### config.mk
export PLATFORM = sky130hd
export DESIGN_NAME = aisc_input_scan
export DESIGN_NICKNAME = d
export VERILOG_FILES = /design/src/hw/aisc_pkg.sv /design/src/hw/aisc_scan_table.sv /design/src/hw/aisc_input_scan.sv
export SDC_FILE = /design/constraint.sdc
export NUM_CORES = 1
export LEC_CHECK = 0
export ABC_AREA = 1
export BUFFER_PORTS_ARGS = -buffer_cell sky130_fd_sc_hd__buf_4
export CAP_MARGIN = 30
export CORE_ASPECT_RATIO = 0.75
export CORE_MARGIN = 4
export CORE_UTILIZATION = 52
export DETAILED_ROUTE_END_ITERATION = 8
export GPL_TIMING_DRIVEN = 0
export MAX_ROUTING_LAYER = met4
export PLACE_DENSITY = 0.85
export RECOVER_POWER = 100
export SYNTH_ARGS = -nofsm -noshare
export SYNTH_HDL_FRONTEND = slang
export SYNTH_SLANG_ARGS = --single-unit
export TNS_END_PERCENT = 30
### constraint.sdc
create_clock -name sys_clk -period 4.1 [get_ports sys_clk]
set_input_delay 0.82 -clock sys_clk [delete_from_list [all_inputs] [get_ports sys_clk]]
set_output_delay 0.82 -clock sys_clk [all_outputs]
set_load 0.03 [all_outputs]
### src/hw/aisc_pkg.sv
package aisc_pkg;
    // ----------------------------------------------------------------
    // register access
    // ----------------------------------------------------------------
    localparam int          REG_W         = 10;
    localparam logic [1:0]  ADDR_SETUP    = 2'h0;   // reg_addr_hi=0, reg_addr_lo=0
    localparam logic [1:0]  ADDR_HOSTIF   = 2'h1;   // reg_addr_lo=1
    // ----------------------------------------------------------------
    // conversion_setup fields
    // ----------------------------------------------------------------
    localparam int          CS_REF_SEL    = 0;
    localparam int          CS_SINGLE     = 1;
    localparam int          CS_PWR_DOWN   = 2;
    localparam int          CS_PICK_LO    = 3;
    localparam int          CS_PICK_HI    = 4;
    localparam int          CS_PAIR_LO    = 5;
    localparam int          CS_PAIR_HI    = 6;
    localparam int          CS_SCAN       = 7;
    localparam int          CS_CHECK_LO   = 8;
    localparam int          CS_CHECK_HI   = 9;
    localparam logic [9:0]  CS_RESET      = 10'h020;
    // ----------------------------------------------------------------
    // host_interface_setup fields
    // ----------------------------------------------------------------
    localparam int          HI_SOFT_RST   = 0;
    localparam int          HI_OVF_CLR    = 1;
    localparam int          HI_FILL_LO    = 2;
    localparam int          HI_FILL_HI    = 3;
    localparam int          HI_STB_TYPE   = 4;
    localparam int          HI_STB_POL    = 5;
    localparam int          HI_STB_MODE   = 6;
    localparam int          HI_NUM_FMT    = 7;
    localparam int          HI_OFFSET     = 8;
    localparam int          HI_RESERVED   = 9;
    localparam logic [9:0]  HI_RESET      = 10'h030;
    localparam logic [9:0]  HI_STORE_MASK = 10'h1FC;
    // ----------------------------------------------------------------
    // input selection codes
    // ----------------------------------------------------------------
    localparam logic [2:0]  SEL_A_POS     = 3'h0;
    localparam logic [2:0]  SEL_A_NEG     = 3'h1;
    localparam logic [2:0]  SEL_B_POS     = 3'h2;
    localparam logic [2:0]  SEL_B_NEG     = 3'h3;
    localparam logic [2:0]  SEL_A_PAIR    = 3'h4;
    localparam logic [2:0]  SEL_B_PAIR    = 3'h5;
    localparam logic [2:0]  SEL_NONE      = 3'h7;
    // check voltage codes
    localparam logic [1:0]  CHK_NORMAL    = 2'h0;
    localparam logic [1:0]  CHK_TOP       = 2'h1;
    localparam logic [1:0]  CHK_MID       = 2'h2;
    localparam logic [1:0]  CHK_BOTTOM    = 2'h3;
endpackage : aisc_pkg

### src/hw/aisc_scan_table.sv
`timescale 1ns/1ps
module aisc_scan_table (
    // configuration field and step
    input  wire logic [4:0] inputCfg,
    input  wire logic [1:0] step,
    // decoded entry
    output logic      [2:0] selCode,
    output logic      [1:0] lastStep,
    output logic            cfgValid
);
    // inputCfg = {scan, pair_hi, pair_lo, pick_hi, pick_lo}
    always_comb begin
        selCode  = aisc_pkg::SEL_NONE;
        lastStep = 2'h0;
        cfgValid = 1'b1;
        case (inputCfg)
            5'h00: selCode = aisc_pkg::SEL_A_POS;
            5'h01: selCode = aisc_pkg::SEL_A_NEG;
            5'h02: selCode = aisc_pkg::SEL_B_POS;
            5'h03: selCode = aisc_pkg::SEL_B_NEG;
            5'h04: selCode = aisc_pkg::SEL_A_PAIR;
            5'h05: selCode = aisc_pkg::SEL_B_PAIR;
            5'h11: begin
                lastStep = 2'h1;
                selCode  = step[0] ? aisc_pkg::SEL_A_NEG : aisc_pkg::SEL_A_POS;
            end
            5'h12: begin
                lastStep = 2'h2;
                selCode  = 3'(step);
            end
            5'h13: begin
                lastStep = 2'h3;
                selCode  = 3'(step);
            end
            5'h15: begin
                lastStep = 2'h1;
                selCode  = step[0] ? aisc_pkg::SEL_B_PAIR : aisc_pkg::SEL_A_POS;
            end
            5'h16: begin
                lastStep = 2'h2;
                selCode  = (step == 2'h2) ? aisc_pkg::SEL_B_PAIR : 3'(step);
            end
            5'h19: begin
                lastStep = 2'h1;
                selCode  = step[0] ? aisc_pkg::SEL_B_PAIR : aisc_pkg::SEL_A_PAIR;
            end
            default: cfgValid = 1'b0;
        endcase
    end
endmodule : aisc_scan_table

### src/hw/aisc_input_scan.sv
`timescale 1ns/1ps
// Function
// - input configuration comes from bits 3..7 of conversion_setup.
// - channel pick bits 3,4 choose the single input or pair without scan.
// - bit 5 chooses single-ended versus differential use.
// - bits 6,7 enable and shape autoscan over several inputs.
// - no scan, no pairs: pick 0..3 selects A+, A-, B+, B- single-ended.
// - no scan, pair low set: pick 0 A pair, pick 1 B pair.
// - scan, pick 1: alternate A+ and A-.
// - scan, pick 2: A+, A-, B+ repeating.
// - scan, pick 3: A+, A-, B+, B- repeating.
// - scan, pair low, pick 1: alternate A+ and B pair.
// - scan, pair low, pick 2: A+, A-, B pair repeating.
// - scan, pair high, pick 1: alternate A pair and B pair.
// - bits 8,9 select normal, top, midpoint or bottom reference result.
// - host_interface_setup holds reset, clear, fill, strobe, format, offset, reserved.
// - both registers 10 bits; address 00 selects setup, 01 host interface.
// - reset puts pair low, strobe type and strobe polarity to one, all else zero: A differential pair.
module aisc_input_scan (
    // clock and reset
    input  wire logic       sys_clk,
    input  wire logic       rst_n,
    // register write and read port
    input  wire logic       regWrite,
    input  wire logic [1:0] regAddr,
    input  wire logic [9:0] regWrData,
    input  wire logic       regRead,
    // conversion events
    input  wire logic       convDone,
    input  wire logic       fifoOverflow,
    // register contents
    output logic      [9:0] setupRdData,
    output logic      [9:0] hostIfRdData,
    // decoded setup
    output logic      [2:0] inputSel,
    output logic            diffMode,
    output logic      [1:0] checkSel,
    output logic            scanActive,
    output logic            cfgReserved,
    output logic            extRefSel,
    output logic            singleConv,
    output logic            powerDown,
    // host interface controls
    output logic            softResetPulse,
    output logic            bufferClearPulse,
    output logic      [1:0] fillLevel,
    output logic            strobePulseType,
    output logic            strobeActiveHigh,
    output logic            strobeRwMode,
    output logic            numberFormat,
    output logic            offsetEnable
);
    // ----------------------------------------------------------------
    // write decode
    // ----------------------------------------------------------------
    logic [9:0] setup_reg;
    logic [9:0] hostIf_reg;
    logic       ovf_reg;
    logic [1:0] step_reg;
    logic [1:0] step_next;
    logic [2:0] tblSel;
    logic [1:0] tblLast;
    logic       tblValid;
    logic       wrSetup;
    logic       wrHostIf;
    logic       softRst;

    assign wrSetup  = regWrite && (regAddr == aisc_pkg::ADDR_SETUP);
    assign wrHostIf = regWrite && (regAddr == aisc_pkg::ADDR_HOSTIF);
    // other address codes are reserved and ignored
    assign softRst  = wrHostIf && regWrData[aisc_pkg::HI_SOFT_RST];

    // ----------------------------------------------------------------
    // conversion_setup register
    // ----------------------------------------------------------------
    always_ff @(posedge sys_clk or negedge rst_n) begin
        if (!rst_n) begin
            setup_reg <= aisc_pkg::CS_RESET;
        end else if (softRst) begin
            setup_reg <= aisc_pkg::CS_RESET;
        end else if (wrSetup) begin
            setup_reg <= regWrData;
        end
    end

    // ----------------------------------------------------------------
    // host_interface_setup register
    // ----------------------------------------------------------------
    // reset and clear bits are strobes, not stored
    always_ff @(posedge sys_clk or negedge rst_n) begin
        if (!rst_n) begin
            hostIf_reg <= aisc_pkg::HI_RESET;
        end else if (softRst) begin
            hostIf_reg <= aisc_pkg::HI_RESET;
        end else if (wrHostIf) begin
            hostIf_reg <= regWrData & aisc_pkg::HI_STORE_MASK;
        end
    end

    // overflow flag: set wins over clear-on-read
    always_ff @(posedge sys_clk or negedge rst_n) begin
        if (!rst_n) begin
            ovf_reg <= 1'b0;
        end else if (fifoOverflow) begin
            ovf_reg <= 1'b1;
        end else if (softRst || (regRead && regAddr == aisc_pkg::ADDR_HOSTIF)) begin
            ovf_reg <= 1'b0;
        end
    end

    always_ff @(posedge sys_clk or negedge rst_n) begin
        if (!rst_n) begin
            softResetPulse   <= 1'b0;
            bufferClearPulse <= 1'b0;
        end else begin
            softResetPulse   <= softRst;
            bufferClearPulse <= wrHostIf && regWrData[aisc_pkg::HI_OVF_CLR];
        end
    end

    // ----------------------------------------------------------------
    // scan sequencer
    // ----------------------------------------------------------------
    aisc_scan_table u_table (
        .inputCfg (setup_reg[aisc_pkg::CS_SCAN:aisc_pkg::CS_PICK_LO]),
        .step     (step_reg),
        .selCode  (tblSel),
        .lastStep (tblLast),
        .cfgValid (tblValid)
    );

    always_comb begin
        step_next = step_reg;
        if (convDone && setup_reg[aisc_pkg::CS_SCAN]) begin
            step_next = (step_reg >= tblLast) ? 2'h0 : 2'(step_reg + 2'h1);
        end
    end

    // a write restarts even an unchanged sequence, so the host can resync
    always_ff @(posedge sys_clk or negedge rst_n) begin
        if (!rst_n) begin
            step_reg <= 2'h0;
        end else if (wrSetup || softRst) begin
            step_reg <= 2'h0;
        end else begin
            step_reg <= step_next;
        end
    end

    // ----------------------------------------------------------------
    // decoded outputs
    // ----------------------------------------------------------------
    always_ff @(posedge sys_clk or negedge rst_n) begin
        if (!rst_n) begin
            inputSel    <= aisc_pkg::SEL_A_PAIR;
            diffMode    <= 1'b1;
            cfgReserved <= 1'b0;
        end else begin
            inputSel    <= tblSel;
            diffMode    <= (tblSel == aisc_pkg::SEL_A_PAIR) ||
                           (tblSel == aisc_pkg::SEL_B_PAIR);
            cfgReserved <= !tblValid;
        end
    end

    assign scanActive       = setup_reg[aisc_pkg::CS_SCAN];
    assign checkSel         = setup_reg[aisc_pkg::CS_CHECK_HI:aisc_pkg::CS_CHECK_LO];
    assign extRefSel        = setup_reg[aisc_pkg::CS_REF_SEL];
    assign singleConv       = setup_reg[aisc_pkg::CS_SINGLE];
    assign powerDown        = setup_reg[aisc_pkg::CS_PWR_DOWN];
    assign fillLevel        = hostIf_reg[aisc_pkg::HI_FILL_HI:aisc_pkg::HI_FILL_LO];
    assign strobePulseType  = hostIf_reg[aisc_pkg::HI_STB_TYPE];
    assign strobeActiveHigh = hostIf_reg[aisc_pkg::HI_STB_POL];
    assign strobeRwMode     = hostIf_reg[aisc_pkg::HI_STB_MODE];
    assign numberFormat     = hostIf_reg[aisc_pkg::HI_NUM_FMT];
    assign offsetEnable     = hostIf_reg[aisc_pkg::HI_OFFSET];
    assign setupRdData      = setup_reg;
    // soft reset bit reads 0, bit 1 reads overflow, reserved reads 0
    assign hostIfRdData     = {1'b0, hostIf_reg[8:2], ovf_reg, 1'b0};
endmodule : aisc_input_scan

Word level (Yosys, flattened, before mapping)
Index checks and enable logic that the tools add are counted.
{"block": "op_classes", "n_mux": 16, "reduce_logical": 20, "n_eq_ne": 15, "order_cmp": 1, "n_addsub": 1}
{"operator": "$pmux 3 s11", "n": 1}
{"operator": "$eq 5x5->1 const B", "n": 6}
{"operator": "$mux 10", "n": 2}
{"operator": "$mux 9", "n": 2}
{"operator": "$reduce_or 12->1", "n": 1}
{"operator": "$eq 5x2->1 const B", "n": 2}
{"operator": "$eq 5x3->1 const B", "n": 2}
{"operator": "$reduce_bool 2->1", "n": 4}
{"operator": "$eq 3x3->1 const B", "n": 2}
{"operator": "$logic_and 1x1->1", "n": 6}
{"operator": "$mux 2", "n": 3}
{"operator": "$mux 3", "n": 2}
{"operator": "$pmux 2 s3", "n": 1}
{"operator": "$eq 5x1->1 const B", "n": 1}
{"operator": "$logic_not 5->1", "n": 1}
{"operator": "$mux 1", "n": 5}
{"operator": "$reduce_or 2->1", "n": 2}
{"operator": "$logic_or 1x1->1", "n": 3}
{"operator": "$reduce_or 3->1", "n": 1}
{"operator": "$add 2x1->2 const B", "n": 1}
{"operator": "$eq 2x1->1 const B", "n": 1}
{"operator": "$eq 2x2->1 const B", "n": 1}
{"operator": "$ge 2x2->1", "n": 1}
{"operator": "$logic_not 2->1", "n": 1}
{"operator": "$logic_not 1->1", "n": 1}
{"block": "word_totals", "inputBits": 18, "output_inout_bits": 40, "ff_bits": 29, "word_cells": 62}

Logic depth before layout (Yosys ltp)
{"block": "depth", "word_depth": 7, "ltp_mapped": 12, "mapped_depth_nobuf": 12}

Hierarchy
A second synthesis with hierarchy kept.
{"block": "unflattened", "hier_cells": 183, "area_unflattened_um2": 1465.2}
{"mod": "aisc_input_scan", "cells_each": 139, "area_each_um2": 1255.0, "instances": 1}
{"mod": "aisc_scan_table", "cells_each": 44, "area_each_um2": 210.2, "instances": 1}

Worst setup path before layout
No wires, ideal clock.
{"block": "synth_path", "path_type": "reg-to-reg", "start": "register setup_reg[5] (netlist: setupRdData[5])", "end": "register step_reg[0]", "required_ns": 4.024, "path_slack_ns": 2.323, "setup_ns": 0.076, "arrival_ns": 1.701, "path_buffers": 0, "stages_incl_launch_ff": 13, "period_less_slack_ns": 1.777, "cell_sequence": "dfstp_2 > inv_2 > nor2_2 > nand2_1 > nand2_1 > nand2_1 > nand2_1 > ha_1 > inv_1 > nand2_1 > a21oi_1 > nand4_1 > o21ai_1"}
{"block": "synth_between", "elab_chain_cells": 7}
{"element": "start: declaration", "line_no": "aisc_input_scan.sv:56", "text": "logic [9:0] setup_reg;"}
{"element": "start signal: assignment", "line_no": "aisc_input_scan.sv:78", "text": "setup_reg <= aisc_pkg::CS_RESET;"}
{"element": "start signal: assignment", "line_no": "aisc_input_scan.sv:80", "text": "setup_reg <= aisc_pkg::CS_RESET;"}
{"element": "start signal: assignment", "line_no": "aisc_input_scan.sv:82", "text": "setup_reg <= regWrData;"}
{"element": "$eq 5x5->1", "line_no": "aisc_scan_table.sv:16", "text": "case (inputCfg)"}
{"element": "$reduce_or 3->1 (no line) or $reduce_or 2->1 (tied branches)"}
{"element": "$pmux 2 s3 (*)", "line_no": "aisc_scan_table.sv:16"}
{"element": "$ge 2x2->1 (*)", "line_no": "aisc_input_scan.sv:135", "text": "step_next = (step_reg >= tblLast) ? 2'h0 : 2'(step_reg + 2'h1);"}
{"element": "$mux 2 (*)", "line_no": "aisc_input_scan.sv:135"}
{"element": "$mux 2 (*)", "line_no": "aisc_input_scan.sv:134", "text": "if (convDone && setup_reg[aisc_pkg::CS_SCAN]) begin"}
{"element": "$mux 2 (*)", "line_no": "aisc_input_scan.sv:143", "text": "end else if (wrSetup || softRst) begin"}
{"element": "end signal: assignment", "line_no": "aisc_input_scan.sv:146", "text": "step_reg <= step_next;"}
{"element": "end: declaration", "line_no": "aisc_input_scan.sv:59", "text": "logic [1:0] step_reg;"}
Mark *: on every way between the ends. The rest lies on a longest branch, timed or not. The select of a mux whose other input is x is not followed.
A chain may end at the register's enable or synchronous reset.

Final worst setup path
{"block": "layout_path", "start": "register setup_reg[5] (netlist: setupRdData[5])", "end": "output setupRdData[5]"}
{"element": "end: declaration", "line_no": "aisc_input_scan.sv:32", "text": "output logic [9:0] setupRdData,"}
No word-level cell between the ends.

==> run_results.csv <==
group,metric,value,unit
pwr,power.density_cell_area,443,nW/µm²
worst_setup_path,path_cells,"clkbuf_1",
placed_design,gp_routability_congestion,0.833,
sta,fmax,481,MHz
global_routing,first_global_vias,1257,
worst_setup_path,largest_fanout_on_the_critical_path,6,
pwr,switching_share,41.6,%
synthesis,synth_compound_gate_area_share,10.5,%
finish,largest_register_ffs,10,
sta,final-max-slew-violation-count,0,
synthesis,ys_seq_area_share,46.2,%
finish,final_area,1820,µm²
synthesis,post_synth.cell_area_avg,8.38,µm²
cts,clock_path_buffers,2,
synthesis,ys_async_sr_fraction,100,%
worst_setup_path,ff2ff_setup_slack,2.04,ns
placed_design,placement.io_buffers,55,
cts,cts-htree-levels,1,
pwr,vdd_ir_drop_max,0.000257,V
synthesis,synthMuxAreaShare,0,%
cts,numClockSinks,27,
die,coreArea,2660,µm²
die,chipWidth,69.5,µm
global_routing,grt_pass1_wl,5620,µm
synthesis,ys.warnings.count,0,
sta,clock_skew,0.00230,ns
routing,drt_antenna_net_count,0,
job,max-cap-violations,0,
cts,post_cts_buffers,0,
routing,detail_route.drc_violations,0,
placed_design,dp.final_hpwl,2700,µm
cts,cts_made_buffers,3,
sta,hold_violations,0,
worst_setup_path,crit_start,"setupRdData[5]",
synthesis,postSynthCellCount,176,
worst_setup_path,worstSetupStartpointType,"flip-flop",
cts,clk_latency,0.27,ns
finish,seqCellArea,682,µm²
worst_setup_path,critical-path-max-stage-delay,0.63,ns
finish,antennaDiodeCount,0,
die,placementRows,16,
synthesis,synthesis.area,1480,µm²
die,die_height,54.1,µm
sta,layout_min_cycle_time,2.08,ns
finish,syn2layout_area_growth,23.4,%
pwr,combinational_group_share_of_total_power,39.2,%
worst_setup_path,critPathBufInv,1,
finish,multi_input_comb_area,544,µm²
global_routing,number_of_antenna_violations_at_the_first_check_in_global_routing,0,
sta,rsz0062_at_grt,"no",
finish,finalNetCount,260,
worst_setup_path,cpMaxStageDelayCell,"dfstp_1",
cts,cts_tree,"built",
die,initial_utilization,55.4,%
synthesis,post_synth_fa_ha_maj_area_fraction,4.24,%
cts,clock_pin_slew_of_the_registers_on_the_worst_case_setup_and_hold_paths,0.09,ns
pwr,sequentialPowerShare,42.4,%
global_routing,grt_overflow,0,
synthesis,synth_enable_flop_cells,0,
cts,clock_tree.root_cell,"clkbuf_8",
die,ios,58,
placed_design,placed_cell_area,1940,µm²
run_status,run_status,"completed",
synthesis,yosys.area_share.xor_xnor,0,%
cts,postCtsResizedCells,0,
pwr,internal_power,0.000471,W
worst_setup_path,worstPathArrival,1.26,ns
sta,final_critical_path_share_of_the_clock_period,50.7,%
worst_setup_path,regToRegStartpoint,"setupRdData[5]",
min_path,hp-start,"hostIf_reg[4]",
pwr,net-switching-power,0.000335,W
sta,timing.max_slew.rel_slack,7.10,%
finish,filler_cell_count_in_the_final_layout,257,
min_path,holdCritPathClass,"flip-flop to flip-flop",
sta,setup_violations,0,
synthesis,synth_ff_type,"dfrtp_1",
routing,avgRoutedWirePerCell,12.7,µm
synthesis,synth_simple_gate_area_share,22.9,%
worst_setup_path,cp_top_family,"flip-flops",
global_routing,grt_start_max_net_pins,28,
worst_setup_path,required_time_of_the_worst_setup_path,3.28,ns
pwr,pwr-share-clk,18.5,%
sta,worst_pin_slew,1.39,ns
routing,dr.first_iter.drc_count,55,
cts,cts_hold_repair.buffers,0,
routing,first_pass_iters,4,
routing,drt_wl_total,3460,µm
synthesis,post_synth_num_cell_types,25,
finish,final_layout_size_suffix_gt1_share,21.6,%
die,die_area,3760,µm²
worst_setup_path,worst_setup_path_end_kind,"primary output",
global_routing,track_usage,19.6,%
sta,setup-tns-final,0,ns
pwr,p_leak,0.936,nW
worst_setup_path,critPathKind,"flip-flop to primary output",
routing,via_count,1317,
synthesis,synth_top_family_by_area,"simple AND/OR/NAND/NOR gates",
synthesis,yosys_register_bits,27,
routing,vias_per_cell,4.84,
-- cells in the final DEF (no fill, tap or decap), types with 3 or more instances in the layout --
cell,synthesis,routed
buf_4,17,33
clkbuf_1,1,40
clkbuf_8,0,3
dfrtp_1,22,22
dfstp_1,0,3
ha_1,5,5
inv_1,19,21
inv_2,7,4
nand2_1,39,39
nand3_1,13,14
nand4_1,3,3
nor2_1,9,10
nor2_2,4,3
o21ai_0,5,9
o22ai_1,4,4
o31ai_1,5,5
-- metal layers --
layer / vias up / track usage, % / routed length [µm]
li1: 665 / - / -
met1: 597 / 23.7 / 1520
met2: 55 / 35.6 / 1730
met3: 0 / 4.10 / 205
met4: 0 / 1.95 / 0
met5: - / - / 0
-- final timing paths --
kind                                       end  cells past startpoint
max in group asynchronous          step_reg[1]                      1
min in group asynchronous       softResetPulse                      1
worst min register to register   hostIf_reg[4]                      2
worst max register to register     step_reg[0]                     12
worst min-delay path             hostIf_reg[4]                      2
worst max-delay path            setupRdData[5]                      1
-- area by class of cell --
class                      instances  share of cell area (%)
clock inverter                     1                   0.275
inverter                          26                    5.36
sequential                        27                    37.5
buffer                            19                    7.42
tap                               36                    2.47
timing repair buffer              55                    14.8
clock buffer                       3                    2.27
multi-input combinational        105                    29.9
-- stage by stage --
stage	power [W]	worst slack (ns)	instances	utilization (%)	hold WS, ns
4_1_cts	0.000865	2.21	272	74.5	0.454
3_5_place_dp	0.000716	2.25	268	72.7	0.470
5_1_grt	0.000851	1.77	272	68.4	0.533
6_report	0.000806	2.02	272	68.4	0.502
2_1_floorplan	0.000580	2.32	177	-	0.481
3_3_place_gp	0.000709	2.31	268	72.7	0.468
-- power groups by stage --
stage | clock network [W] | registers [W] | logic [W]
after floorplan | 0 | 0.000425 | 0.000155
after global placement | 0 | 0.000348 | 0.000361
after detailed placement | 0 | 0.000350 | 0.000367
after CTS | 0.000152 | 0.000345 | 0.000368
after global routing | 0.000159 | 0.000349 | 0.000342
final | 0.000149 | 0.000341 | 0.000316
-- Yosys cell counts, types with 2 or more instances --
cell type	instances	area, µm²
buf_4	17	128
dfrtp_1	22	551
dfstp_2	5	131
ha_1	5	62.6
inv_1	19	71.3
inv_2	7	26.3
nand2_1	39	146
nand2_2	2	12.5
nand3_1	13	65.1
nand3_2	3	30.0
nand4_1	3	18.8
nor2_1	9	33.8
nor2_2	4	25.0
o21ai_0	5	25.0
o21ai_1	6	30.0
o22ai_1	4	25.0
o31ai_1	5	37.5
-- tightest hold or removal path, delay by kind of cell (launching register included) --
family	cells	cell delay (ns)
and+or+nand+nor	2	0.11
DFF	1	0.38
-- kinds of logic after synthesis --
family | after synthesis
and+or+nand+nor | 74
buffers and inverters | 45
DFF | 27
AOI/OAI and AO/OA | 24
adders and majority gates | 5
other | 1
No activity file was read; power rests on OpenSTA's default activity.
